## src/verilog/sp_pkg.sv

```systemverilog
// Purpose: shared constants of the two-mode serial port
// Assumes: byte addresses on a 32-bit apb bus
// Notes:   one word per register, unused bits read as zero
package sp_pkg;
   // register byte addresses
   localparam logic [7:0] ADDR_BUF  = 8'h00;
   localparam logic [7:0] ADDR_CTRL = 8'h04;
   localparam logic [7:0] ADDR_STAT = 8'h08;
   localparam logic [7:0] ADDR_MASK = 8'h0c;
   localparam logic [7:0] ADDR_BAUD = 8'h10;

   // serial_control fields
   localparam int CTRL_MODE_LSB = 6;
   localparam int CTRL_QUAL     = 5;
   localparam int CTRL_REN      = 4;
   localparam int CTRL_NINTH    = 2;
   localparam int CTRL_TI       = 1;
   localparam int CTRL_RI       = 0;
   localparam logic [3:0] CTRL_RST = 4'h0;

   // status and mask layout
   localparam int STAT_TX = 0;
   localparam int STAT_RX = 1;
   localparam int STAT_W  = 2;

   // baud register: reload in the low bits, divide-by-32 select above
   localparam int BAUD_DIV32 = 16;
   localparam logic [16:0] BAUD_RST = 17'h0ffff;

   // mode field encodings
   localparam logic [1:0] MODE_SYNC   = 2'h0;
   localparam logic [1:0] MODE_ASYNC  = 2'h1;

   // mode 0 phase counts in oscillator clocks, and bit positions
   localparam logic [3:0] M0_FAST_LAST = 4'h3;
   localparam logic [3:0] M0_FAST_FALL = 4'h1;
   localparam logic [3:0] M0_FAST_RISE = 4'h3;
   localparam logic [3:0] M0_SLOW_LAST = 4'hb;
   localparam logic [3:0] M0_SLOW_FALL = 4'h3;
   localparam logic [3:0] M0_SLOW_RISE = 4'h9;
   localparam logic [3:0] M0_LAST_BIT  = 4'h7;
   localparam logic [3:0] M0_RX_END    = 4'h8;

   // mode 1 divide-by-16 slices and frame positions
   localparam logic [3:0] DIV_LAST   = 4'hf;
   localparam logic [3:0] SMP_FIRST  = 4'h7;
   localparam logic [3:0] SMP_SECOND = 4'h8;
   localparam logic [3:0] SMP_THIRD  = 4'h9;
   localparam logic [3:0] FRAME_LAST = 4'h9;

   typedef enum logic [1:0] {
      M0_IDLE = 2'b00,
      M0_TX   = 2'b01,
      M0_RX   = 2'b10
   } sp_m0_type;

   typedef enum logic [0:0] {
      R1_IDLE = 1'b0,
      R1_RUN  = 1'b1
   } sp_r1_type;
endpackage : sp_pkg

```

## src/verilog/sp_baud.sv

```systemverilog
// Purpose: reload timer whose overflow gives the 16x bit-slice tick
// Assumes: ce freezes the count
// Notes:   tick is one pclk wide, except with an all-ones reload and div32 clear, when it stays high
`timescale 1ns/1ps
module sp_baud #(
   parameter int BAUD_W = 16
) (
   input  wire logic              pclk,
   input  wire logic              presetn,
   input  wire logic              ce,
   input  wire logic [BAUD_W-1:0] reload,
   input  wire logic              div32,
   output logic                   tick
);
   if (BAUD_W < 2 || BAUD_W > 16) begin : g_bad_width
      $error("sp_baud: BAUD_W must be 2 to 16");
   end

   logic [BAUD_W-1:0] cnt_q;
   logic              half_q;
   wire               ovf = ce & (&cnt_q);

   always_ff @(posedge pclk or negedge presetn) begin
      if (!presetn) begin
         // start at the top so the first overflow reloads at once
         cnt_q  <= '1;
         half_q <= 1'b0;
      end else if (ce) begin
         cnt_q  <= ovf ? reload : cnt_q + 1'b1;
         half_q <= ovf ? ~half_q : half_q;
      end
   end

   // every overflow for 1/16, or every second overflow for 1/32
   assign tick = ovf & (~div32 | half_q);
endmodule : sp_baud

```

## src/verilog/sp_serial_port.sv

```systemverilog
// Purpose: serial port, synchronous mode 0 and 10-bit asynchronous mode 1, apb slave
// Assumes: pclk is the oscillator clock; rxd_in is an outside pin
// Notes:   modes 2 and 3 encodings leave the port inactive
//
// What this block does
// - one address: writes reach transmit register, reads return receive buffer.
// - mode 0 shifts 8 bits lsb first on data line, drives clock always.
// - mode 0 rate is 1/12 clock, or 1/4 with mode qualifier set.
// - fast mode 0: data 1 clock before clock falls, clock low 2.
// - slow mode 0: data 3 clocks before clock falls, clock low 6.
// - mode 0 sets transmit done right after the last bit ends.
// - mode 0 receives when enabled and receive done clear, 8 bits.
// - mode 0 sets receive done after last bit, then waits for clear.
// - mode 1 frame: start 0, 8 data lsb first, stop 1, full duplex.
// - mode 1 bit rate is 1/16 or 1/32 of timer overflow rate.
// - mode 1 transmit bits go out after divide-by-16 rollovers.
// - mode 1 transmit done set at tenth rollover with the stop bit.
// - mode 1 samples at 16x, falling edge resets divide-by-16 counter.
// - each received bit is 2-of-3 vote of slices 8, 9, 10.
// - a start bit voted 1 aborts reception back to edge watch.
// - load buffer, ninth bit and receive done only if allowed.
// - after stop bit middle, receiver watches for new falling edge.
//
// Local design decisions: the APB interface to the registers and the address map.
`timescale 1ns/1ps
module sp_serial_port #(
   parameter int BAUD_W = 16
) (
   input  wire logic        pclk,
   input  wire logic        presetn,
   input  wire logic        ce,
   input  wire logic        psel,
   input  wire logic        penable,
   input  wire logic        pwrite,
   input  wire logic [7:0]  paddr,
   input  wire logic [31:0] pwdata,
   output logic [31:0]      prdata,
   output logic             pready,
   output logic             pslverr,
   output logic             irq,
   output logic             txd,
   input  wire logic        rxd_in,
   output logic             rxd_out,
   output logic             rxd_oe
);
   if (BAUD_W < 2 || BAUD_W > 16) begin : g_bad_width
      $error("sp_serial_port: BAUD_W must be 2 to 16");
   end

   // register state
   logic [3:0]          ctrl_q;
   logic                ninth_q;
   logic [7:0]          rxbuf_q;
   logic [sp_pkg::STAT_W-1:0] stat_q;
   logic [sp_pkg::STAT_W-1:0] mask_q;
   logic [16:0]         baud_q;
   logic                rd_ok_q;
   logic [31:0]         prdata_q;

   // engines
   sp_pkg::sp_m0_type   m0_state_q;
   logic [3:0]          ph_q;
   logic [3:0]          bit_q;
   logic [7:0]          sh_q;
   logic                tx1_act_q;
   logic [3:0]          tx1_idx_q;
   logic [9:0]          tx1_fr_q;
   logic [3:0]          tx_div_q;
   sp_pkg::sp_r1_type   r1_state_q;
   logic [3:0]          r1_div_q;
   logic [3:0]          r1_idx_q;
   logic [1:0]          vote_q;
   logic [7:0]          r1_sh_q;
   logic                prev_q;
   logic [2:0]          rx_sync_q;
   logic                rx_s_q;
   logic                txd_q;
   logic                rxd_out_q;
   logic                rxd_oe_q;
   logic                tick;

   // field views
   wire [1:0] mode  = ctrl_q[sp_pkg::CTRL_MODE_LSB-4 +: 2];
   wire       qual  = ctrl_q[sp_pkg::CTRL_QUAL-4];
   wire       ren   = ctrl_q[sp_pkg::CTRL_REN-4];
   wire       mode0 = (mode == sp_pkg::MODE_SYNC);
   wire       mode1 = (mode == sp_pkg::MODE_ASYNC);
   wire       ri    = stat_q[sp_pkg::STAT_RX];

   // apb decode
   wire hit_buf  = (paddr == sp_pkg::ADDR_BUF);
   wire hit_ctrl = (paddr == sp_pkg::ADDR_CTRL);
   wire hit_stat = (paddr == sp_pkg::ADDR_STAT);
   wire hit_mask = (paddr == sp_pkg::ADDR_MASK);
   wire hit_baud = (paddr == sp_pkg::ADDR_BAUD);
   wire hit_any  = hit_buf | hit_ctrl | hit_stat | hit_mask | hit_baud;
   wire done_x   = psel & penable & pready;
   wire wr_en    = done_x & pwrite & hit_any;
   wire tx_start = wr_en & hit_buf;
   wire ld_rd    = ce & psel & ~rd_ok_q;

   wire [31:0] rdata_w =
      hit_buf  ? {24'h000000, rxbuf_q} :
      hit_ctrl ? {24'h000000, ctrl_q, 1'b0, ninth_q, stat_q[sp_pkg::STAT_TX], ri} :
      hit_stat ? {30'h00000000, stat_q} :
      hit_mask ? {30'h00000000, mask_q} :
      hit_baud ? {15'h0000, baud_q} :
      32'h00000000;

   assign pready  = ce & rd_ok_q;
   assign pslverr = psel & penable & ~hit_any;
   assign prdata  = prdata_q;
   assign irq     = |(stat_q & mask_q);
   assign txd     = txd_q;
   assign rxd_out = rxd_out_q;
   assign rxd_oe  = rxd_oe_q;

   always_ff @(posedge pclk or negedge presetn) begin
      if (!presetn) begin
         rd_ok_q  <= 1'b0;
         prdata_q <= 32'h00000000;
      end else if (ce) begin
         rd_ok_q  <= psel & ~(penable & rd_ok_q);
         prdata_q <= ld_rd ? rdata_w : prdata_q;
      end
   end

   // three-stage pin sampler; a change counts when stages two and three agree
   always_ff @(posedge pclk or negedge presetn) begin
      if (!presetn) begin
         rx_sync_q <= 3'h7;
         rx_s_q    <= 1'b1;
      end else if (ce) begin
         rx_sync_q <= {rx_sync_q[1:0], rxd_in};
         if (rx_sync_q[1] == rx_sync_q[2]) begin
            rx_s_q <= rx_sync_q[2];
         end
      end
   end

   // bit-slice tick from the reload timer
   sp_baud #(
      .BAUD_W (BAUD_W)
   ) u_baud (
      .pclk    (pclk),
      .presetn (presetn),
      .ce      (ce),
      .reload  (baud_q[BAUD_W-1:0]),
      .div32   (baud_q[sp_pkg::BAUD_DIV32]),
      .tick    (tick)
   );

   // ---------------- mode 0 ----------------
   // phase lengths from the qualifier bit
   wire [3:0] m0_last = qual ? sp_pkg::M0_FAST_LAST : sp_pkg::M0_SLOW_LAST;
   wire [3:0] m0_fall = qual ? sp_pkg::M0_FAST_FALL : sp_pkg::M0_SLOW_FALL;
   wire [3:0] m0_rise = qual ? sp_pkg::M0_FAST_RISE : sp_pkg::M0_SLOW_RISE;
   wire       m0_end  = (ph_q == m0_last);
   wire       m0_idle = (m0_state_q == sp_pkg::M0_IDLE);
   wire       m0_tx   = (m0_state_q == sp_pkg::M0_TX);
   wire       m0_rx   = (m0_state_q == sp_pkg::M0_RX);
   // clock low window sits after the data change
   wire       sclk_lo = (m0_tx | (m0_rx & (bit_q != sp_pkg::M0_RX_END)))
                        & (ph_q >= m0_fall) & (ph_q < m0_rise);
   // receive only while enabled and receive done clear
   wire       m0_go_rx = mode0 & m0_idle & ren & ~ri & ~tx_start;
   // sampled bit seen through the pin sampler, one period late in slow mode, two in fast
   wire       m0_smp   = m0_rx & (ph_q == m0_fall) & (bit_q != 4'h0);
   wire [7:0] m0_sh_d  = m0_smp ? {rx_s_q, sh_q[7:1]} : sh_q;
   wire       m0_rdone = m0_smp & (bit_q == sp_pkg::M0_RX_END);
   wire       m0_tdone = m0_tx & m0_end & (bit_q == sp_pkg::M0_LAST_BIT);

   always_ff @(posedge pclk or negedge presetn) begin
      if (!presetn) begin
         m0_state_q <= sp_pkg::M0_IDLE;
         ph_q       <= 4'h0;
         bit_q      <= 4'h0;
         sh_q       <= 8'h00;
      end else if (ce) begin
         case (m0_state_q)
            sp_pkg::M0_IDLE: begin
               ph_q  <= 4'h0;
               bit_q <= 4'h0;
               if (mode0 & tx_start) begin
                  m0_state_q <= sp_pkg::M0_TX;
                  sh_q       <= pwdata[7:0];
               end else if (m0_go_rx) begin
                  m0_state_q <= sp_pkg::M0_RX;
               end
            end
            sp_pkg::M0_TX: begin
               // lsb first, one bit per period
               ph_q <= m0_end ? 4'h0 : ph_q + 4'h1;
               if (m0_end) begin
                  bit_q <= bit_q + 4'h1;
                  sh_q  <= {1'b0, sh_q[7:1]};
               end
               if (m0_tdone) begin
                  m0_state_q <= sp_pkg::M0_IDLE;
               end
            end
            sp_pkg::M0_RX: begin
               ph_q <= m0_end ? 4'h0 : ph_q + 4'h1;
               sh_q <= m0_sh_d;
               if (m0_end) begin
                  bit_q <= bit_q + 4'h1;
               end
               if (m0_rdone) begin
                  m0_state_q <= sp_pkg::M0_IDLE;
               end
            end
            default: begin
               m0_state_q <= sp_pkg::M0_IDLE;
            end
         endcase
      end
   end

   // ---------------- mode 1 transmit ----------------
   wire roll    = tick & (tx_div_q == sp_pkg::DIV_LAST);
   wire tx1_go  = mode1 & tx_start & ~tx1_act_q;
   wire tx1_bit = tx1_act_q & roll;
   wire tx1_end = tx1_bit & (tx1_idx_q == sp_pkg::FRAME_LAST);

   always_ff @(posedge pclk or negedge presetn) begin
      if (!presetn) begin
         tx_div_q  <= 4'h0;
         tx1_act_q <= 1'b0;
         tx1_idx_q <= 4'h0;
         tx1_fr_q  <= 10'h3ff;
      end else if (ce) begin
         tx_div_q <= tick ? tx_div_q + 4'h1 : tx_div_q;
         // frame with start 0, data, stop 1
         if (tx1_go) begin
            tx1_act_q <= 1'b1;
            tx1_idx_q <= 4'h0;
            tx1_fr_q  <= {1'b1, pwdata[7:0], 1'b0};
         end else if (tx1_bit) begin
            tx1_fr_q  <= {1'b1, tx1_fr_q[9:1]};
            tx1_idx_q <= tx1_idx_q + 4'h1;
            tx1_act_q <= ~tx1_end;
         end
      end
   end

   // pin drivers
   always_ff @(posedge pclk or negedge presetn) begin
      if (!presetn) begin
         txd_q     <= 1'b1;
         rxd_out_q <= 1'b1;
         rxd_oe_q  <= 1'b0;
      end else if (ce) begin
         if (mode0) begin
            txd_q <= ~sclk_lo;
         end else if (mode1) begin
            txd_q <= tx1_bit ? tx1_fr_q[0] : txd_q;
         end else begin
            txd_q <= 1'b1;
         end
         rxd_out_q <= m0_tx ? sh_q[0] : 1'b1;
         rxd_oe_q  <= mode0 & m0_tx;
      end
   end

   // ---------------- mode 1 receive ----------------
   // majority of slices 8, 9, 10
   wire maj     = (vote_q[0] & vote_q[1]) | (vote_q[0] & rx_s_q) | (vote_q[1] & rx_s_q);
   wire r1_run  = (r1_state_q == sp_pkg::R1_RUN);
   wire r1_dec  = r1_run & tick & (r1_div_q == sp_pkg::SMP_THIRD);
   // falling edge seen at the 16x rate
   wire r1_edge = ~r1_run & mode1 & ren & tick & prev_q & ~rx_s_q;
   wire r1_stop = r1_dec & (r1_idx_q == sp_pkg::FRAME_LAST);
   // load only with receive done clear and an allowed stop bit
   wire r1_load = r1_stop & ~ri & (~qual | maj);

   always_ff @(posedge pclk or negedge presetn) begin
      if (!presetn) begin
         r1_state_q <= sp_pkg::R1_IDLE;
         r1_div_q   <= 4'h0;
         r1_idx_q   <= 4'h0;
         vote_q     <= 2'h3;
         r1_sh_q    <= 8'h00;
         prev_q     <= 1'b1;
      end else if (ce) begin
         prev_q <= tick ? rx_s_q : prev_q;
         if (r1_edge) begin
            r1_state_q <= sp_pkg::R1_RUN;
            r1_div_q   <= 4'h0;
            r1_idx_q   <= 4'h0;
         end else if (r1_run & tick) begin
            r1_div_q <= r1_div_q + 4'h1;
            if (r1_div_q == sp_pkg::SMP_FIRST) begin
               vote_q[0] <= rx_s_q;
            end
            if (r1_div_q == sp_pkg::SMP_SECOND) begin
               vote_q[1] <= rx_s_q;
            end
            if (r1_dec) begin
               r1_idx_q <= r1_idx_q + 4'h1;
               if (r1_idx_q != 4'h0 && !r1_stop) begin
                  r1_sh_q <= {maj, r1_sh_q[7:1]};
               end
               // back to edge watch at stop middle
               if ((r1_idx_q == 4'h0 && maj) || r1_stop || !mode1) begin
                  r1_state_q <= sp_pkg::R1_IDLE;
               end
            end
         end
      end
   end

   // ---------------- registers ----------------
   // transmit done; at the tenth rollover in mode 1, at the end of the last bit in mode 0
   wire [sp_pkg::STAT_W-1:0] set_w = {m0_rdone | r1_load, m0_tdone | tx1_end};
   wire [sp_pkg::STAT_W-1:0] clr_w = (wr_en & hit_stat) ? pwdata[sp_pkg::STAT_W-1:0] : '0;

   always_ff @(posedge pclk or negedge presetn) begin
      if (!presetn) begin
         ctrl_q  <= sp_pkg::CTRL_RST;
         baud_q  <= sp_pkg::BAUD_RST;
         mask_q  <= '0;
         stat_q  <= '0;
         rxbuf_q <= 8'h00;
         ninth_q <= 1'b0;
      end else if (ce) begin
         if (wr_en & hit_ctrl) begin
            ctrl_q <= pwdata[7:4];
         end
         if (wr_en & hit_baud) begin
            baud_q <= pwdata[16:0];
         end
         if (wr_en & hit_mask) begin
            mask_q <= pwdata[sp_pkg::STAT_W-1:0];
         end
         // a new event wins over a clear in the same cycle
         stat_q <= (stat_q & ~clr_w) | set_w;
         if (m0_rdone) begin
            rxbuf_q <= m0_sh_d;
         end else if (r1_load) begin
            rxbuf_q <= r1_sh_q;
            ninth_q <= maj;
         end
      end
   end
endmodule : sp_serial_port
```

## config.mk

```make
export PLATFORM = sky130hd
export DESIGN_NAME = sp_serial_port
export DESIGN_NICKNAME = d
export VERILOG_FILES = /design/src/verilog/sp_pkg.sv /design/src/verilog/sp_baud.sv /design/src/verilog/sp_serial_port.sv
export SDC_FILE = /design/constraint.sdc
export NUM_CORES = 1
export LEC_CHECK = 0
export BUFFER_PORTS_ARGS = -buffer_cell sky130_fd_sc_hd__buf_2
export CAP_MARGIN = 5
export CORE_UTILIZATION = 44
export DETAILED_ROUTE_END_ITERATION = 10
export HOLD_SLACK_MARGIN = 0.06
export SYNTH_ARGS = -nofsm -noshare
export SYNTH_HDL_FRONTEND = slang
export SYNTH_SLANG_ARGS = --single-unit
```

## constraint.sdc

```tcl
create_clock -name pclk -period 3.3 [get_ports pclk]
set_input_delay 0.495 -clock pclk [delete_from_list [all_inputs] [get_ports pclk]]
set_output_delay 0.495 -clock pclk [all_outputs]
set_load 0.005 [all_outputs]
```

==> key figures <==
Outcome
  – Status: completed

STA
  – RSZ-0062 raised after global routing: no
  – Hold violation count in the final report: 0
  – Period utilization: 78.16%
  – Fin crit period: 2.579 ns
  – Worst slew margin: 49.76%
  – Final setup violation count: 0
  – Peak Freq: 387.7 MHz
  – Worst-case clock skew: 0.009225 ns
  – Transition time at the pin with the least slew margin: 0.7536 ns
  – Final number of max-transition violations: 0
  – Setup TNS after final layout: 0 ns

Route
  – Total Wirelength: 16.15 mm
  – Detailed-route via count: 5,111
  – DRC errors left: 0
  – Starting DRT DRC Count: 244
  – Via-per-instance ratio: 5.496
  – Number of routed nets with antenna violations: 0
  – 1st-pass router iterations: 4
  – Average wire per cell in the routed design: 17.37 um

Clocking
  – Maximum level of the CTS H-tree: 4
  – Maximum buffer depth of the clock tree: 2
  – PostCTS Resize Cnt: 0
  – CTS Root Cell: sky130_fd_sc_hd__clkbuf_16
  – Count of clock tree sinks: 132
  – Num CTS Buffers: 17
  – Clock transition time at the flip-flop clock pins of the worst setup and hold paths: 0.06 ns
  – Post-CTS Hold Fix Bufs: 0
  – CTS tree: yes
  – Clock insertion delay at the later pin of the skew report: 0.42 ns
  – Post-CTS setup-driven buffer insertion count: 0

Power
  – Design Power: 4.426 mW
  – Peak supply drop: 0.0003784 V
  – Share of power burned in combinational logic: 11.1%
  – Net switching component of the power: 1.094 mW
  – Net Sw Frac: 24.72%
  – Leakage dissipation: 3.576 nW
  – Power per cell area: 548.5 nW/um^2
  – Reg power frac: 43.7%
  – Cell-internal power: 3.332 mW
  – Relative contribution of the clock network to total power: 45.3%

Synthesis
  – Flops & latches, synth: 132
  – Most area-hungry cell type in the Yosys netlist: sky130_fd_sc_hd__dfrtp_1
  – Leading cell types by total area after synthesis: sky130_fd_sc_hd__dfrtp_1 29%, sky130_fd_sc_hd__dfstp_2 19%, sky130_fd_sc_hd__mux2_2 8.6%
  – EDFF count, synth: 0
  – Commonest register cell after synthesis: sky130_fd_sc_hd__dfrtp_1
  – Number of warnings reported in the yosys synthesis log: 0
  – Post-synthesis sequential area ratio: 48.25%
  – Fraction of registers with async set/reset: 100.0%
  – Cells after synthesis: 650
  – Fraction of post-synthesis cell area in the top cell type by area: 29.42%
  – Average cell area after synthesis: 10.73 sq um
  – Distinct cell type count after synthesis: 73
  – Post-Synthesis Cell Area: 6975 sq um

Finish
  – Storage element area: 3366 sq um
  – Util after Layout: 52.69%
  – Fillers: 1,397
  – Area Overhead vs Synth: 15.68%
  – Ratio of cells with drive above 1 in the final layout: 31.02%
  – Multi-input gate area in the final layout: 3309 sq um
  – Antenna diode count: 0
  – Final Net Count: 775

Placed design
  – Placer Congestion: 0.8685
  – Number of buffers inserted by port buffering: 54
  – HPWL after DPL: 11.63 mm

Critical path
  – Setup crit start kind: register
  – Top fanout value on the critical path: 13
  – Crit path capture type: register
  – Depth of the most critical reg-to-reg path: 7
  – Reg-to-Reg Start: u_baud.cnt_q[0]
  – Data arrival at the endpoint of the critical path: 2.91 ns
  – CP required: 3.63 ns
  – Startpoint of the worst setup timing path: u_baud.cnt_q[0]
  – Critical Setup Path Class: reg -> reg

GRT
  – Vias in the first global route: 5,139
  – Initial antenna violation count: 0
  – Maximum number of pins on one net before global-route repair: 78
  – Total routing usage reported by global routing: 21.31%
  – Remaining global-route overflow: 0
  – Global-route wire length before repair: 26.59 mm

Floorplan
  – CORE AREA: 15,310 sq um
  – I/O pin total: 85
  – Height of the chip: 127.9 um
  – Chip width: 127.9 um
  – Cell Rows: 45
  – Floorplan die area: 16,360 sq um
  – Starting utilization of the core area: 45.55%

Flow run
  – Max_cap viols: 0

Hold path
  – Hold Path Class: in -> async
## cells in the mapped netlist (4+ instances only)
cell type,number
sky130_fd_sc_hd__mux2_2,53
sky130_fd_sc_hd__or3_1,4
sky130_fd_sc_hd__dfrtp_1,82
sky130_fd_sc_hd__clkbuf_1,16
sky130_fd_sc_hd__dfstp_2,50
sky130_fd_sc_hd__nand2b_1,8
sky130_fd_sc_hd__nor2_1,36
sky130_fd_sc_hd__nor2b_1,6
sky130_fd_sc_hd__a21oi_1,39
sky130_fd_sc_hd__o2bb2ai_1,8
sky130_fd_sc_hd__nor4_1,4
sky130_fd_sc_hd__a211o_1,4
sky130_fd_sc_hd__buf_2,4
sky130_fd_sc_hd__a22oi_1,7
sky130_fd_sc_hd__and4_1,5
sky130_fd_sc_hd__ha_1,21
sky130_fd_sc_hd__xor2_1,4
sky130_fd_sc_hd__a22o_1,13
sky130_fd_sc_hd__o22ai_1,7
sky130_fd_sc_hd__a31oi_1,9
sky130_fd_sc_hd__nand2_1,50
sky130_fd_sc_hd__nand3_1,24
sky130_fd_sc_hd__o21ai_0,36
sky130_fd_sc_hd__mux2i_1,17
sky130_fd_sc_hd__buf_4,19
sky130_fd_sc_hd__inv_1,26
sky130_fd_sc_hd__and3_1,7
sky130_fd_sc_hd__xnor2_1,5
sky130_fd_sc_hd__nand4_1,17
sky130_fd_sc_hd__o21ai_1,4
## through the flow
| step | cell area [sq um] | hold WS (ns) | instances | setup WS, ns |
|---|---|---|---|---|
| 2_1_floorplan | 7028 | 0.1994 | 664 | 1.015 |
| 3_3_place_gp | 7435 | 0.4545 | 899 | 0.8145 |
| 3_5_place_dp | 7435 | 0.4743 | 899 | 0.7410 |
| 4_1_cts | 8069 | 0.1007 | 930 | 0.7193 |
| 5_1_grt | 8069 | 0.1118 | 930 | 0.5540 |
| 6_report | 8069 | 0.08272 | 930 | 0.7206 |
## power groups by stage
stage | combinational (mW) | clock (mW) | sequential (mW)
after floorplan | 0.371 | 0 | 1.89
after global placement | 0.475 | 0 | 1.95
after detailed placement | 0.491 | 0 | 1.95
after CTS | 0.497 | 2.04 | 1.93
after global routing | 0.553 | 2.10 | 1.96
final | 0.491 | 2.00 | 1.93
## worst max-delay path: stages, from the launching register on
cell                        delay [ns]
sky130_fd_sc_hd__dfstp_2          0.56
sky130_fd_sc_hd__ha_1             0.23
sky130_fd_sc_hd__nand3_1          0.14
sky130_fd_sc_hd__a2111oi_4        0.28
sky130_fd_sc_hd__buf_4            0.22
sky130_fd_sc_hd__and3_1           0.66
sky130_fd_sc_hd__mux2i_1          0.30
sky130_fd_sc_hd__o21ai_1          0.10
## layout make-up
class                      instances  share of cell area [%]
clock inverter                     9                   1.861
timing repair buffer              69                   4.931
multi-input combinational        461                   41.01
clock buffer                      22                   6.001
inverter                          26                   1.209
tap                              211                   3.272
sequential                       132                   41.71
## final timing paths
path                           endpoint  slack (ns)
max                         tx1_fr_q[5]        0.72
min                             rd_ok_q        0.08
max reg2reg                 tx1_fr_q[5]        0.72
min reg2reg                 tx_div_q[3]        0.48
max in group asynchronous   tx1_fr_q[6]        2.37
min in group pclk          rx_sync_q[0]        0.31
## sequential cells by signal, indices dropped and copies added (netlist names), 2 cells and up
signal	count
vote_q	2
stat_q	2
r1_idx_q	4
sh_q	8
mask_q	2
u_baud.cnt_q	16
bit_q	4
m0_state_q	2
rxbuf_q	8
r1_sh_q	8
baud_q	17
r1_div_q	4
ctrl_q	4
prdata	17
tx1_idx_q	4
tx_div_q	4
rx_sync_q	3
ph_q	4
tx1_fr_q	9
## kinds of logic (layout without fill, tap and decap cells)
| kind of cell | after synthesis | count (layout) | synth area share [%] |
|---|---|---|---|
| AND/OR/NAND/NOR | 193 | 193 | 15.61 |
| AO/OA/AOI/OAI | 152 | 152 | 14.91 |
| flip-flops | 132 | 132 | 48.25 |
| buffers and inverters | 71 | 126 | 5.148 |
| multiplexers | 70 | 70 | 11.00 |
| adder cells (fa/ha/maj) | 22 | 22 | 3.910 |
| XOR/XNOR | 9 | 9 | 1.130 |
| other | 1 | 15 | 0.05376 |
## cells in the final DEF (no fill, tap or decap), types with 17 or more instances in the layout
cell type                    n
sky130_fd_sc_hd__dfrtp_1    82
sky130_fd_sc_hd__mux2_2     53
sky130_fd_sc_hd__buf_2      53
sky130_fd_sc_hd__nand2_1    50
sky130_fd_sc_hd__dfstp_2    50
sky130_fd_sc_hd__a21oi_1    39
sky130_fd_sc_hd__nor2_1     36
sky130_fd_sc_hd__o21ai_0    36
sky130_fd_sc_hd__inv_1      26
sky130_fd_sc_hd__nand3_1    24
sky130_fd_sc_hd__ha_1       21
sky130_fd_sc_hd__nand4_1    17
sky130_fd_sc_hd__mux2i_1    17
sky130_fd_sc_hd__clkbuf_16  17
## per-layer routing
layer	global-route usage, %	share of wire [%]	routed length (um)	vias up
met2	35.07	49	7895	124
li1	-	-	-	2461
met1	27.74	44	7076	2505
met5	0	0	0	-
met4	6.713	1.7	282	0
met3	5.092	5.5	896	21
Note: power is estimated with default switching activity, not from simulation.
